File: config.mk
export PLATFORM = sky130hd
export DESIGN_NAME = dtc_timer
export DESIGN_NICKNAME = d
export VERILOG_FILES = /design/src/design/dtc_pkg.sv /design/src/design/dtc_pin_sync.sv /design/src/design/dtc_prescaler.sv /design/src/design/dtc_timer.sv
export SDC_FILE = /design/constraint.sdc
export NUM_CORES = 1
export LEC_CHECK = 0
export ABC_CLOCK_PERIOD_IN_PS = 4250
export BUFFER_PORTS_ARGS = -buffer_cell sky130_fd_sc_hd__buf_2
export CAP_MARGIN = 20
export CELL_PAD_IN_SITES_DETAIL_PLACEMENT = 0
export CELL_PAD_IN_SITES_GLOBAL_PLACEMENT = 2
export CORE_UTILIZATION = 25
export DETAILED_ROUTE_END_ITERATION = 7
export PLACE_DENSITY = 0.68
export SLEW_MARGIN = 10
export SYNTH_ARGS = -nofsm -noshare
export SYNTH_HDL_FRONTEND = slang
export SYNTH_SLANG_ARGS = --single-unit
File: constraint.sdc
create_clock -name aclk -period 4.25 [get_ports aclk]
set_input_delay 0.425 -clock aclk [delete_from_list [all_inputs] [get_ports aclk]]
set_output_delay 0.425 -clock aclk [all_outputs]
set_load 0.03 [all_outputs]
File: src/design/dtc_pkg.sv
package dtc_pkg;

	localparam int NUM_TIMERS = 2;
	localparam int NUM_PINS   = 4;
	localparam int COUNT_W    = 13;
	localparam int LOW_W      = 5;

	// Byte addresses of the registers.
	localparam logic [7:0] OFF_CTRL     = 8'h00;
	localparam logic [7:0] OFF_MODE     = 8'h04;
	localparam logic [7:0] OFF_PRESCALE = 8'h08;
	localparam logic [7:0] OFF_EXTCFG   = 8'h0c;
	localparam logic [7:0] OFF_IRQ_EN   = 8'h10;
	localparam logic [7:0] OFF_STATUS   = 8'h14;
	localparam logic [7:0] OFF_T0_LOW   = 8'h18;
	localparam logic [7:0] OFF_T0_HIGH  = 8'h1c;
	localparam logic [7:0] OFF_T1_LOW   = 8'h20;
	localparam logic [7:0] OFF_T1_HIGH  = 8'h24;

	// Control: run bit of timer n at bit n.
	localparam int CTRL_RUN_POS     = 0;
	// Mode: timer n field starts at MODE_STRIDE*n.
	localparam int MODE_STRIDE      = 4;
	localparam int MODE_SEL_POS     = 0;
	localparam int MODE_CSEL_POS    = 2;
	localparam int MODE_GATE_POS    = 3;
	localparam logic [1:0] MODE_13BIT = 2'h0;
	// Prescale control fields.
	localparam int PRE_SCALE_POS    = 0;
	localparam int PRE_SYSSEL_POS   = 2;
	// External input configuration: polarity of gate n at bit n.
	localparam int EXT_POL_POS      = 0;
	// Pin vector positions.
	localparam int PIN_COUNT0       = 0;
	localparam int PIN_COUNT1       = 1;
	localparam int PIN_GATE_ENABLE_BIT        = 2;
	localparam int PIN_GATE1        = 3;

	// Prescaler divide ratios per clock scale code.
	localparam logic [5:0] DIV_SCALE0 = 6'h0c;
	localparam logic [5:0] DIV_SCALE1 = 6'h04;
	localparam logic [5:0] DIV_SCALE2 = 6'h30;
	localparam logic [5:0] DIV_SCALE3 = 6'h08;

	localparam logic [7:0] RST_BYTE   = 8'h00;
	localparam logic [1:0] RESP_OKAY  = 2'h0;
	localparam logic [1:0] RESP_SLVERR = 2'h2;

endpackage : dtc_pkg

File: src/design/dtc_pin_sync.sv
`timescale 1ns/1ns
module dtc_pin_sync (
	// Clock and reset
	input  logic                         aclk,
	input  logic                         aresetn,
	// Raw pins
	input  logic [dtc_pkg::NUM_PINS-1:0] pin_in,
	// Synchronised levels and falling-edge pulses
	output logic [dtc_pkg::NUM_PINS-1:0] pin_level,
	output logic [dtc_pkg::NUM_PINS-1:0] pin_fall
);

	logic [dtc_pkg::NUM_PINS-1:0] meta;
	logic [dtc_pkg::NUM_PINS-1:0] sync;
	logic [dtc_pkg::NUM_PINS-1:0] last;

	// Only the second stage feeds the edge detector.
	always_ff @(posedge aclk) begin
		if (!aresetn) begin
			meta <= '0;
			sync <= '0;
			last <= '0;
		end else begin
			meta <= pin_in;
			sync <= meta;
			last <= sync;
		end
	end

	assign pin_level = sync;
	assign pin_fall  = last & ~sync;

endmodule : dtc_pin_sync

File: src/design/dtc_prescaler.sv
`timescale 1ns/1ns
module dtc_prescaler (
	// Clock and reset
	input  logic       aclk,
	input  logic       aresetn,
	// Clock scale select
	input  logic [1:0] scale,
	// One-cycle tick at the divided rate
	output logic       tick
);

	logic [5:0] div;
	logic [5:0] cnt;

	always_comb begin
		if (scale == 2'h0) begin
			div = dtc_pkg::DIV_SCALE0;
		end else if (scale == 2'h1) begin
			div = dtc_pkg::DIV_SCALE1;
		end else if (scale == 2'h2) begin
			div = dtc_pkg::DIV_SCALE2;
		end else begin
			div = dtc_pkg::DIV_SCALE3;
		end
	end

	// A change of scale may stretch one period; never shortens below one.
	always_ff @(posedge aclk) begin
		if (!aresetn) begin
			cnt  <= 6'h00;
			tick <= 1'b0;
		end else if (cnt >= div - 6'h01) begin
			cnt  <= 6'h00;
			tick <= 1'b1;
		end else begin
			cnt  <= cnt + 6'h01;
			tick <= 1'b0;
		end
	end

endmodule : dtc_prescaler

File: src/design/dtc_timer.sv
`timescale 1ns/1ns
module dtc_timer (
	// Clock and reset
	input  logic        aclk,
	input  logic        aresetn,
	// AXI4-Lite write address
	input  logic [7:0]  awaddr,
	input  logic        awvalid,
	output logic        awready,
	// AXI4-Lite write data
	input  logic [31:0] wdata,
	input  logic [3:0]  wstrb,
	input  logic        wvalid,
	output logic        wready,
	// AXI4-Lite write response
	output logic [1:0]  bresp,
	output logic        bvalid,
	input  logic        bready,
	// AXI4-Lite read address
	input  logic [7:0]  araddr,
	input  logic        arvalid,
	output logic        arready,
	// AXI4-Lite read data
	output logic [31:0] rdata,
	output logic [1:0]  rresp,
	output logic        rvalid,
	input  logic        rready,
	// External count and gate pins
	input  logic        external_count_pin0,
	input  logic        external_count_pin1,
	input  logic        gate_input_zero,
	input  logic        gate_input_one,
	// Interrupt
	output logic        irq
);

	localparam int NT = dtc_pkg::NUM_TIMERS;

	// Software-visible registers.
	logic [7:0] timer_control_register;
	logic [7:0] timer_mode_register;
	logic [7:0] clock_prescale_control;
	logic [7:0] external_input_config_register;
	logic [7:0] interrupt_enable_register;
	logic [7:0] overflow_status;
	logic [7:0] count_low  [NT];
	logic [7:0] count_high [NT];

	// Bus state.
	logic        aw_full;
	logic [7:0]  aw_addr_q;
	logic        w_full;
	logic [31:0] w_data_q;
	logic [3:0]  w_strb_q;
	logic        wr_do;
	logic        wr_lane0;
	logic        wr_hit;

	// Timer datapath.
	logic [dtc_pkg::NUM_PINS-1:0] pin_level;
	logic [dtc_pkg::NUM_PINS-1:0] pin_fall;
	logic [dtc_pkg::NUM_PINS-1:0] pin_raw;
	logic                         presc_tick;
	logic [NT-1:0]                step;
	logic [NT-1:0]                wrap;
	logic [NT-1:0]                sw_touch;
	logic [7:0]                   next_status;

	// Increment of the split count; returns the carry out in bit 13.
	function automatic logic [dtc_pkg::COUNT_W:0] count_inc(
		input logic [7:0] hi,
		input logic [7:0] lo
	);
		logic [dtc_pkg::COUNT_W:0] full;
		full = {1'b0, hi, lo[dtc_pkg::LOW_W-1:0]};
		return full + 14'h0001;
	endfunction : count_inc

	// Register decode used by both the write and the read path.
	function automatic logic addr_mapped(input logic [7:0] a);
		logic hit;
		hit = 1'b0;
		if (a == dtc_pkg::OFF_CTRL) begin
			hit = 1'b1;
		end else if (a == dtc_pkg::OFF_MODE) begin
			hit = 1'b1;
		end else if (a == dtc_pkg::OFF_PRESCALE) begin
			hit = 1'b1;
		end else if (a == dtc_pkg::OFF_EXTCFG) begin
			hit = 1'b1;
		end else if (a == dtc_pkg::OFF_IRQ_EN) begin
			hit = 1'b1;
		end else if (a == dtc_pkg::OFF_STATUS) begin
			hit = 1'b1;
		end else if (a == dtc_pkg::OFF_T0_LOW) begin
			hit = 1'b1;
		end else if (a == dtc_pkg::OFF_T0_HIGH) begin
			hit = 1'b1;
		end else if (a == dtc_pkg::OFF_T1_LOW) begin
			hit = 1'b1;
		end else if (a == dtc_pkg::OFF_T1_HIGH) begin
			hit = 1'b1;
		end
		return hit;
	endfunction : addr_mapped

	assign pin_raw = {gate_input_one, gate_input_zero,
		external_count_pin1, external_count_pin0};

	dtc_pin_sync u_sync (
		.aclk      (aclk),
		.aresetn   (aresetn),
		.pin_in    (pin_raw),
		.pin_level (pin_level),
		.pin_fall  (pin_fall)
	);

	dtc_prescaler u_presc (
		.aclk    (aclk),
		.aresetn (aresetn),
		.scale   (clock_prescale_control[dtc_pkg::PRE_SCALE_POS +: 2]),
		.tick    (presc_tick)
	);

	// ---------------------------------------------------------------
	// AXI4-Lite write path: address and data are held independently,
	// the register write happens once both are present.
	// ---------------------------------------------------------------
	assign awready  = !aw_full && !bvalid;
	assign wready   = !w_full && !bvalid;
	assign wr_do    = aw_full && w_full && !bvalid;
	assign wr_hit   = addr_mapped(aw_addr_q);
	assign wr_lane0 = wr_do && wr_hit && w_strb_q[0];

	always_ff @(posedge aclk) begin
		if (!aresetn) begin
			aw_full   <= 1'b0;
			aw_addr_q <= 8'h00;
		end else if (awvalid && awready) begin
			aw_full   <= 1'b1;
			aw_addr_q <= awaddr;
		end else if (wr_do) begin
			aw_full   <= 1'b0;
		end
	end

	always_ff @(posedge aclk) begin
		if (!aresetn) begin
			w_full   <= 1'b0;
			w_data_q <= 32'h0000_0000;
			w_strb_q <= 4'h0;
		end else if (wvalid && wready) begin
			w_full   <= 1'b1;
			w_data_q <= wdata;
			w_strb_q <= wstrb;
		end else if (wr_do) begin
			w_full   <= 1'b0;
		end
	end

	always_ff @(posedge aclk) begin
		if (!aresetn) begin
			bvalid <= 1'b0;
			bresp  <= dtc_pkg::RESP_OKAY;
		end else if (wr_do) begin
			bvalid <= 1'b1;
			bresp  <= wr_hit ? dtc_pkg::RESP_OKAY : dtc_pkg::RESP_SLVERR;
		end else if (bready) begin
			bvalid <= 1'b0;
		end
	end

	// Plain configuration registers.
	always_ff @(posedge aclk) begin
		if (!aresetn) begin
			timer_control_register         <= dtc_pkg::RST_BYTE;
			timer_mode_register            <= dtc_pkg::RST_BYTE;
			clock_prescale_control         <= dtc_pkg::RST_BYTE;
			external_input_config_register <= dtc_pkg::RST_BYTE;
			interrupt_enable_register      <= dtc_pkg::RST_BYTE;
		end else if (wr_lane0) begin
			if (aw_addr_q == dtc_pkg::OFF_CTRL) begin
				timer_control_register <= w_data_q[7:0];
			end else if (aw_addr_q == dtc_pkg::OFF_MODE) begin
				timer_mode_register <= w_data_q[7:0];
			end else if (aw_addr_q == dtc_pkg::OFF_PRESCALE) begin
				clock_prescale_control <= w_data_q[7:0];
			end else if (aw_addr_q == dtc_pkg::OFF_EXTCFG) begin
				external_input_config_register <= w_data_q[7:0];
			end else if (aw_addr_q == dtc_pkg::OFF_IRQ_EN) begin
				interrupt_enable_register <= w_data_q[7:0];
			end
		end
	end

	// ---------------------------------------------------------------
	// Count enable per timer.
	// ---------------------------------------------------------------
	always_comb begin
		int         b;
		logic       run;
		logic       gate_en;
		logic       csel;
		logic       syssel;
		logic       gate_act;
		logic       src;
		logic [1:0] mode;
		b        = 0;
		run      = 1'b0;
		gate_en  = 1'b0;
		csel     = 1'b0;
		syssel   = 1'b0;
		gate_act = 1'b0;
		src      = 1'b0;
		mode     = 2'h0;
		step     = '0;
		for (int i = 0; i < NT; i++) begin
			b       = dtc_pkg::MODE_STRIDE * i;
			run     = timer_control_register[dtc_pkg::CTRL_RUN_POS + i];
			mode    = timer_mode_register[b + dtc_pkg::MODE_SEL_POS +: 2];
			csel    = timer_mode_register[b + dtc_pkg::MODE_CSEL_POS];
			gate_en = timer_mode_register[b + dtc_pkg::MODE_GATE_POS];
			syssel  = clock_prescale_control[dtc_pkg::PRE_SYSSEL_POS + i];
			// Active level is the polarity bit: 1 = high, 0 = low.
			gate_act = pin_level[dtc_pkg::PIN_GATE_ENABLE_BIT + i] ==
				external_input_config_register[dtc_pkg::EXT_POL_POS + i];
			if (csel) begin
				src = pin_fall[dtc_pkg::PIN_COUNT0 + i];
			end else if (syssel) begin
				src = 1'b1;
			end else begin
				src = presc_tick;
			end
			step[i] = src && run && (!gate_en || gate_act) &&
				(mode == dtc_pkg::MODE_13BIT);
		end
	end

	// ---------------------------------------------------------------
	// Count registers. A software write to either byte of a timer
	// takes that cycle's step away, so the written value is exact.
	// ---------------------------------------------------------------
	always_comb begin
		sw_touch[0] = wr_lane0 && (aw_addr_q == dtc_pkg::OFF_T0_LOW ||
			aw_addr_q == dtc_pkg::OFF_T0_HIGH);
		sw_touch[1] = wr_lane0 && (aw_addr_q == dtc_pkg::OFF_T1_LOW ||
			aw_addr_q == dtc_pkg::OFF_T1_HIGH);
	end

	always_ff @(posedge aclk) begin
		logic [dtc_pkg::COUNT_W:0] nxt;
		nxt = '0;
		if (!aresetn) begin
			for (int i = 0; i < NT; i++) begin
				count_low[i]  <= dtc_pkg::RST_BYTE;
				count_high[i] <= dtc_pkg::RST_BYTE;
			end
		end else begin
			for (int i = 0; i < NT; i++) begin
				nxt = count_inc(count_high[i], count_low[i]);
				if (sw_touch[i]) begin
					if (aw_addr_q == dtc_pkg::OFF_T0_LOW + 8'(8 * i)) begin
						count_low[i] <= w_data_q[7:0];
					end else begin
						count_high[i] <= w_data_q[7:0];
					end
				end else if (step[i]) begin
					// Bits 7..5 of the low byte keep what software wrote.
					count_low[i][dtc_pkg::LOW_W-1:0] <=
						nxt[dtc_pkg::LOW_W-1:0];
					count_high[i] <= nxt[dtc_pkg::COUNT_W-1:dtc_pkg::LOW_W];
				end
			end
		end
	end

	always_comb begin
		logic [dtc_pkg::COUNT_W:0] inc;
		inc  = '0;
		wrap = '0;
		for (int i = 0; i < NT; i++) begin
			inc     = count_inc(count_high[i], count_low[i]);
			wrap[i] = step[i] && !sw_touch[i] &&
				inc[dtc_pkg::COUNT_W];
		end
	end

	// ---------------------------------------------------------------
	// Overflow flags: write one to clear, a new overflow wins.
	// ---------------------------------------------------------------
	always_comb begin
		next_status = overflow_status;
		if (wr_lane0 && aw_addr_q == dtc_pkg::OFF_STATUS) begin
			next_status = overflow_status & ~w_data_q[7:0];
		end
		next_status[NT-1:0] = next_status[NT-1:0] | wrap;
		next_status[7:NT] = '0;
	end

	always_ff @(posedge aclk) begin
		if (!aresetn) begin
			overflow_status <= dtc_pkg::RST_BYTE;
		end else begin
			overflow_status <= next_status;
		end
	end

	always_ff @(posedge aclk) begin
		if (!aresetn) begin
			irq <= 1'b0;
		end else begin
			irq <= |(overflow_status & interrupt_enable_register);
		end
	end

	// ---------------------------------------------------------------
	// AXI4-Lite read path.
	// ---------------------------------------------------------------
	assign arready = !rvalid;

	always_ff @(posedge aclk) begin
		if (!aresetn) begin
			rvalid <= 1'b0;
			rdata  <= 32'h0000_0000;
			rresp  <= dtc_pkg::RESP_OKAY;
		end else if (arvalid && arready) begin
			rvalid <= 1'b1;
			rresp  <= addr_mapped(araddr) ? dtc_pkg::RESP_OKAY
				: dtc_pkg::RESP_SLVERR;
			if (araddr == dtc_pkg::OFF_CTRL) begin
				rdata <= {24'h000000, timer_control_register};
			end else if (araddr == dtc_pkg::OFF_MODE) begin
				rdata <= {24'h000000, timer_mode_register};
			end else if (araddr == dtc_pkg::OFF_PRESCALE) begin
				rdata <= {24'h000000, clock_prescale_control};
			end else if (araddr == dtc_pkg::OFF_EXTCFG) begin
				rdata <= {24'h000000, external_input_config_register};
			end else if (araddr == dtc_pkg::OFF_IRQ_EN) begin
				rdata <= {24'h000000, interrupt_enable_register};
			end else if (araddr == dtc_pkg::OFF_STATUS) begin
				rdata <= {24'h000000, overflow_status};
			end else if (araddr == dtc_pkg::OFF_T0_LOW) begin
				rdata <= {24'h000000, count_low[0]};
			end else if (araddr == dtc_pkg::OFF_T0_HIGH) begin
				rdata <= {24'h000000, count_high[0]};
			end else if (araddr == dtc_pkg::OFF_T1_LOW) begin
				rdata <= {24'h000000, count_low[1]};
			end else if (araddr == dtc_pkg::OFF_T1_HIGH) begin
				rdata <= {24'h000000, count_high[1]};
			end else begin
				rdata <= 32'h0000_0000;
			end
		end else if (rready) begin
			rvalid <= 1'b0;
		end
	end

endmodule : dtc_timer

==> results_dict.tcl <==
set metrics [dict create \
    final_layout_size_suffix_gt1_frac 0.152 \
    die_area_um2 26900 \
    timing.clock.skew_ns 0.0124 \
    postCtsHoldBufs 0 \
    placed_cell_area_um2 6950 \
    crit_arrival_ns 2.93 \
    outcome "finished, final reports clean" \
    leakage_nw 2.70 \
    grt_util_all_layers 0.159 \
    drt-pass1-iter-count 5 \
    synth_most_common_cell "nand2_1" \
    syn2layout_area_growth_pct 15.3 \
    critical_path_start_type "flop" \
    timing_worst_slew_pin_value_ns 1.03 \
    cts_tree "built" \
    ir_drop_mv 0.257 \
    powerDensity_nw_per_um2 408 \
    start_util 0.258 \
    finalMaxSlewViolations 0 \
    setup_ws_ns 1.42 \
    fp.dieH_um 164 \
    place_congestion 0.813 \
    synthesis.area_per_instance_um2 8.71 \
    maxCapViolCount 0 \
    grt_start_max_net_pins 47 \
    vias 5433 \
    async_reset_ff_frac 0 \
    max_slew_margin 0.314 \
    synth_area_um2 6570 \
    min_path_type "in -> reg" \
    rsz0062_at_grt "false" \
    hpwl_mm 14.1 \
    yosys_warnings 0 \
    max_clock_freq_ghz 0.353 \
    place.port_buffers 51 \
    period_needed_ns 2.83 \
    core_area_um2 25500 \
    wire_length_of_the_first_global_routing_pass_mm 31.6 \
    min_period_over_period 0.666 \
    critical_path.max_stage_delay_ns 0.67 \
    yosysTopAreaCellShare 0.277 \
    detailed_route_wl_mm 20.1 \
    cts_post_setup_buffers_inserted 0 \
    placement.setup.worst_slack_ns 1.41 \
    drt-wirelength-per-cell_um 18.0 \
    via_count_of_the_first_global_routing_pass 5206 \
    clock_sink_count 123 \
    ctsHtreeMaxLevel 4 \
    vias_per_cell 4.85 \
    cell_chain_critical_path "or4_1 > or3_2 > o21ai_0 > nand2b_1" \
    final_core_utilization 0.298 \
    syn-instance-count 755 \
    rows 58 \
    critPathCaptureType "flop" \
    netlist.top_cell.by_area "dfxtp_1" \
    antenna_found_initial 0 \
    drtAntennaViolNets 0 \
    criticalPathCategory "reg -> reg" \
    crit_fanout 7 \
    synth-seq-cells 123 \
    finalInstanceArea_um2 7580 \
    critical_path_required_ns 4.35 \
    diodes_inserted 0 \
    synth_flop_cell "dfxtp_1" \
    synth.top_cells.by_area "dfxtp_1, edfxtp_1, nand2_1, a21boi_0, nand3_1" \
    final_hold_viol_count 0 \
    cts_resized 0 \
    layout.nets 847 \
    drtIter0Drc 392 \
    clk_transition_reported_paths_ns 0.06 \
    max-clock-path-buffers 2 \
    synth_sequential_area_ratio 0.423 \
    synth-edff-count 32 \
    setup_violations 0 \
    grt_remaining_overflow 0 \
    die_width_um 164 \
    cts_inserted_buffers 17 \
    synthDistinctLibCells 71 \
    clock_latency_ns 0.42 \
    post-route-drc-count 0 \
    num_io_pins 105 \
    clk_root_buffer_cell "clkbuf_16" \
    setup_total_negative_slack_ns 0 \
    ys_top_cells_by_count "nand2_1, dfxtp_1, nand3_1" \
    crit_slowest_cell "or4_1" \
]
[worst paths after layout]
kind,from,to,slack (ns),cells after the start
worst max register to register,aw_addr_q[0],count_low[1][0],1.42,4
worst min-delay path,external_count_pin1,u_sync.meta[1],0.21,2
worst max-delay path,aw_addr_q[0],count_low[1][0],1.42,4
worst min register to register,u_sync.meta[2],u_sync.pin_level[2],0.43,1
[critical path, delay by kind of cell (launching register included)]
kind | cells | cell delay, ns
flip-flops | 1 | 0.32
AO/OA/AOI/OAI | 1 | 0.56
AND/OR/NAND/NOR | 3 | 1.64
[report_power, final]
part / switching [mW] / internal, mW
logic: 0.177 / 0.0773
registers: 0.0569 / 1.24
clock network: 0.566 / 0.978
[through the flow]
step	hold slack [ns]	std cells	total power [mW]
final	0.210	1121	3.09
after global routing	0.201	1121	3.21
after CTS	0.189	1121	3.13
after detailed placement	0.421	1089	1.58
after global placement	0.418	1089	1.58
after floorplan	0.412	780	1.51
[routing by layer]
layer | vias up | wire length [µm] | global-route usage
met4 | 0 | 314 | 0.0568
met2 | 144 | 8870 | 0.239
met5 | - | 0 | 0
met3 | 22 | 935 | 0.0273
met1 | 2562 | 10000 | 0.225
li1 | 2705 | - | -
[logic make-up (layout without fill, tap and decap cells)]
logic type / Yosys count / in the layout / synth area share
and+or+nand+nor: 315 / 315 / 0.237
AOI/OAI and AO/OA: 183 / 183 / 0.200
DFF: 123 / 123 / 0.423
buffers and inverters: 93 / 104 / 0.0805
xor gates and xnor gates: 28 / 28 / 0.0373
adders and majority gates: 6 / 6 / 0.0114
muxes: 6 / 6 / 0.00952
other: 1 / 26 / 0.000571
[sequential cells by signal, summed over array words and instances (netlist names), 2 cells and up]
| signal | cells |
|---|---|
| interrupt_enable_register | 8 |
| timer_control_register | 8 |
| clock_prescale_control | 8 |
| u_sync.last | 2 |
| u_sync.pin_level | 4 |
| rdata | 8 |
| count_low | 16 |
| u_presc.cnt | 6 |
| u_sync.meta | 4 |
| overflow_status | 2 |
| aw_addr_q | 8 |
| w_data_q | 8 |
| timer_mode_register | 8 |
| count_high | 16 |
| external_input_config_register | 8 |
[area by class of cell]
type / instances / area, µm²
fillers: 2737 / 17900
repair buffers: 60 / 323
inverters: 12 / 45.0
clock inverters: 12 / 159
flip-flops and latches: 123 / 2780
well taps: 330 / 413
multi-input cells: 564 / 3390
clock buffers: 20 / 468
[cell usage in the layout (no fill, tap or decap), types with 5 or more instances in the layout]
cell type | netlist | layout
a21boi_0 | 45 | 45
a22o_1 | 6 | 6
buf_4 | 27 | 9
ha_1 | 6 | 6
xor2_1 | 15 | 15
nand4_1 | 12 | 12
a211oi_1 | 14 | 14
nor2b_1 | 8 | 8
nor3b_1 | 6 | 6
nand3_1 | 60 | 60
nor2_1 | 56 | 56
and3_1 | 8 | 8
nand2b_1 | 12 | 12
nor3_1 | 11 | 11
clkbuf_16 | 0 | 18
buf_2 | 5 | 51
a31o_2 | 10 | 10
o21ai_0 | 33 | 33
xnor2_1 | 13 | 13
o2bb2ai_1 | 5 | 5
a21oi_1 | 16 | 16
nand2_1 | 100 | 100
o22ai_1 | 7 | 7
and2_1 | 13 | 13
inv_1 | 12 | 12
a22oi_1 | 5 | 5
conb_1 | 1 | 26
dfxtp_1 | 91 | 91
edfxtp_1 | 32 | 32
Note: power is estimated with default switching activity, not from simulation.
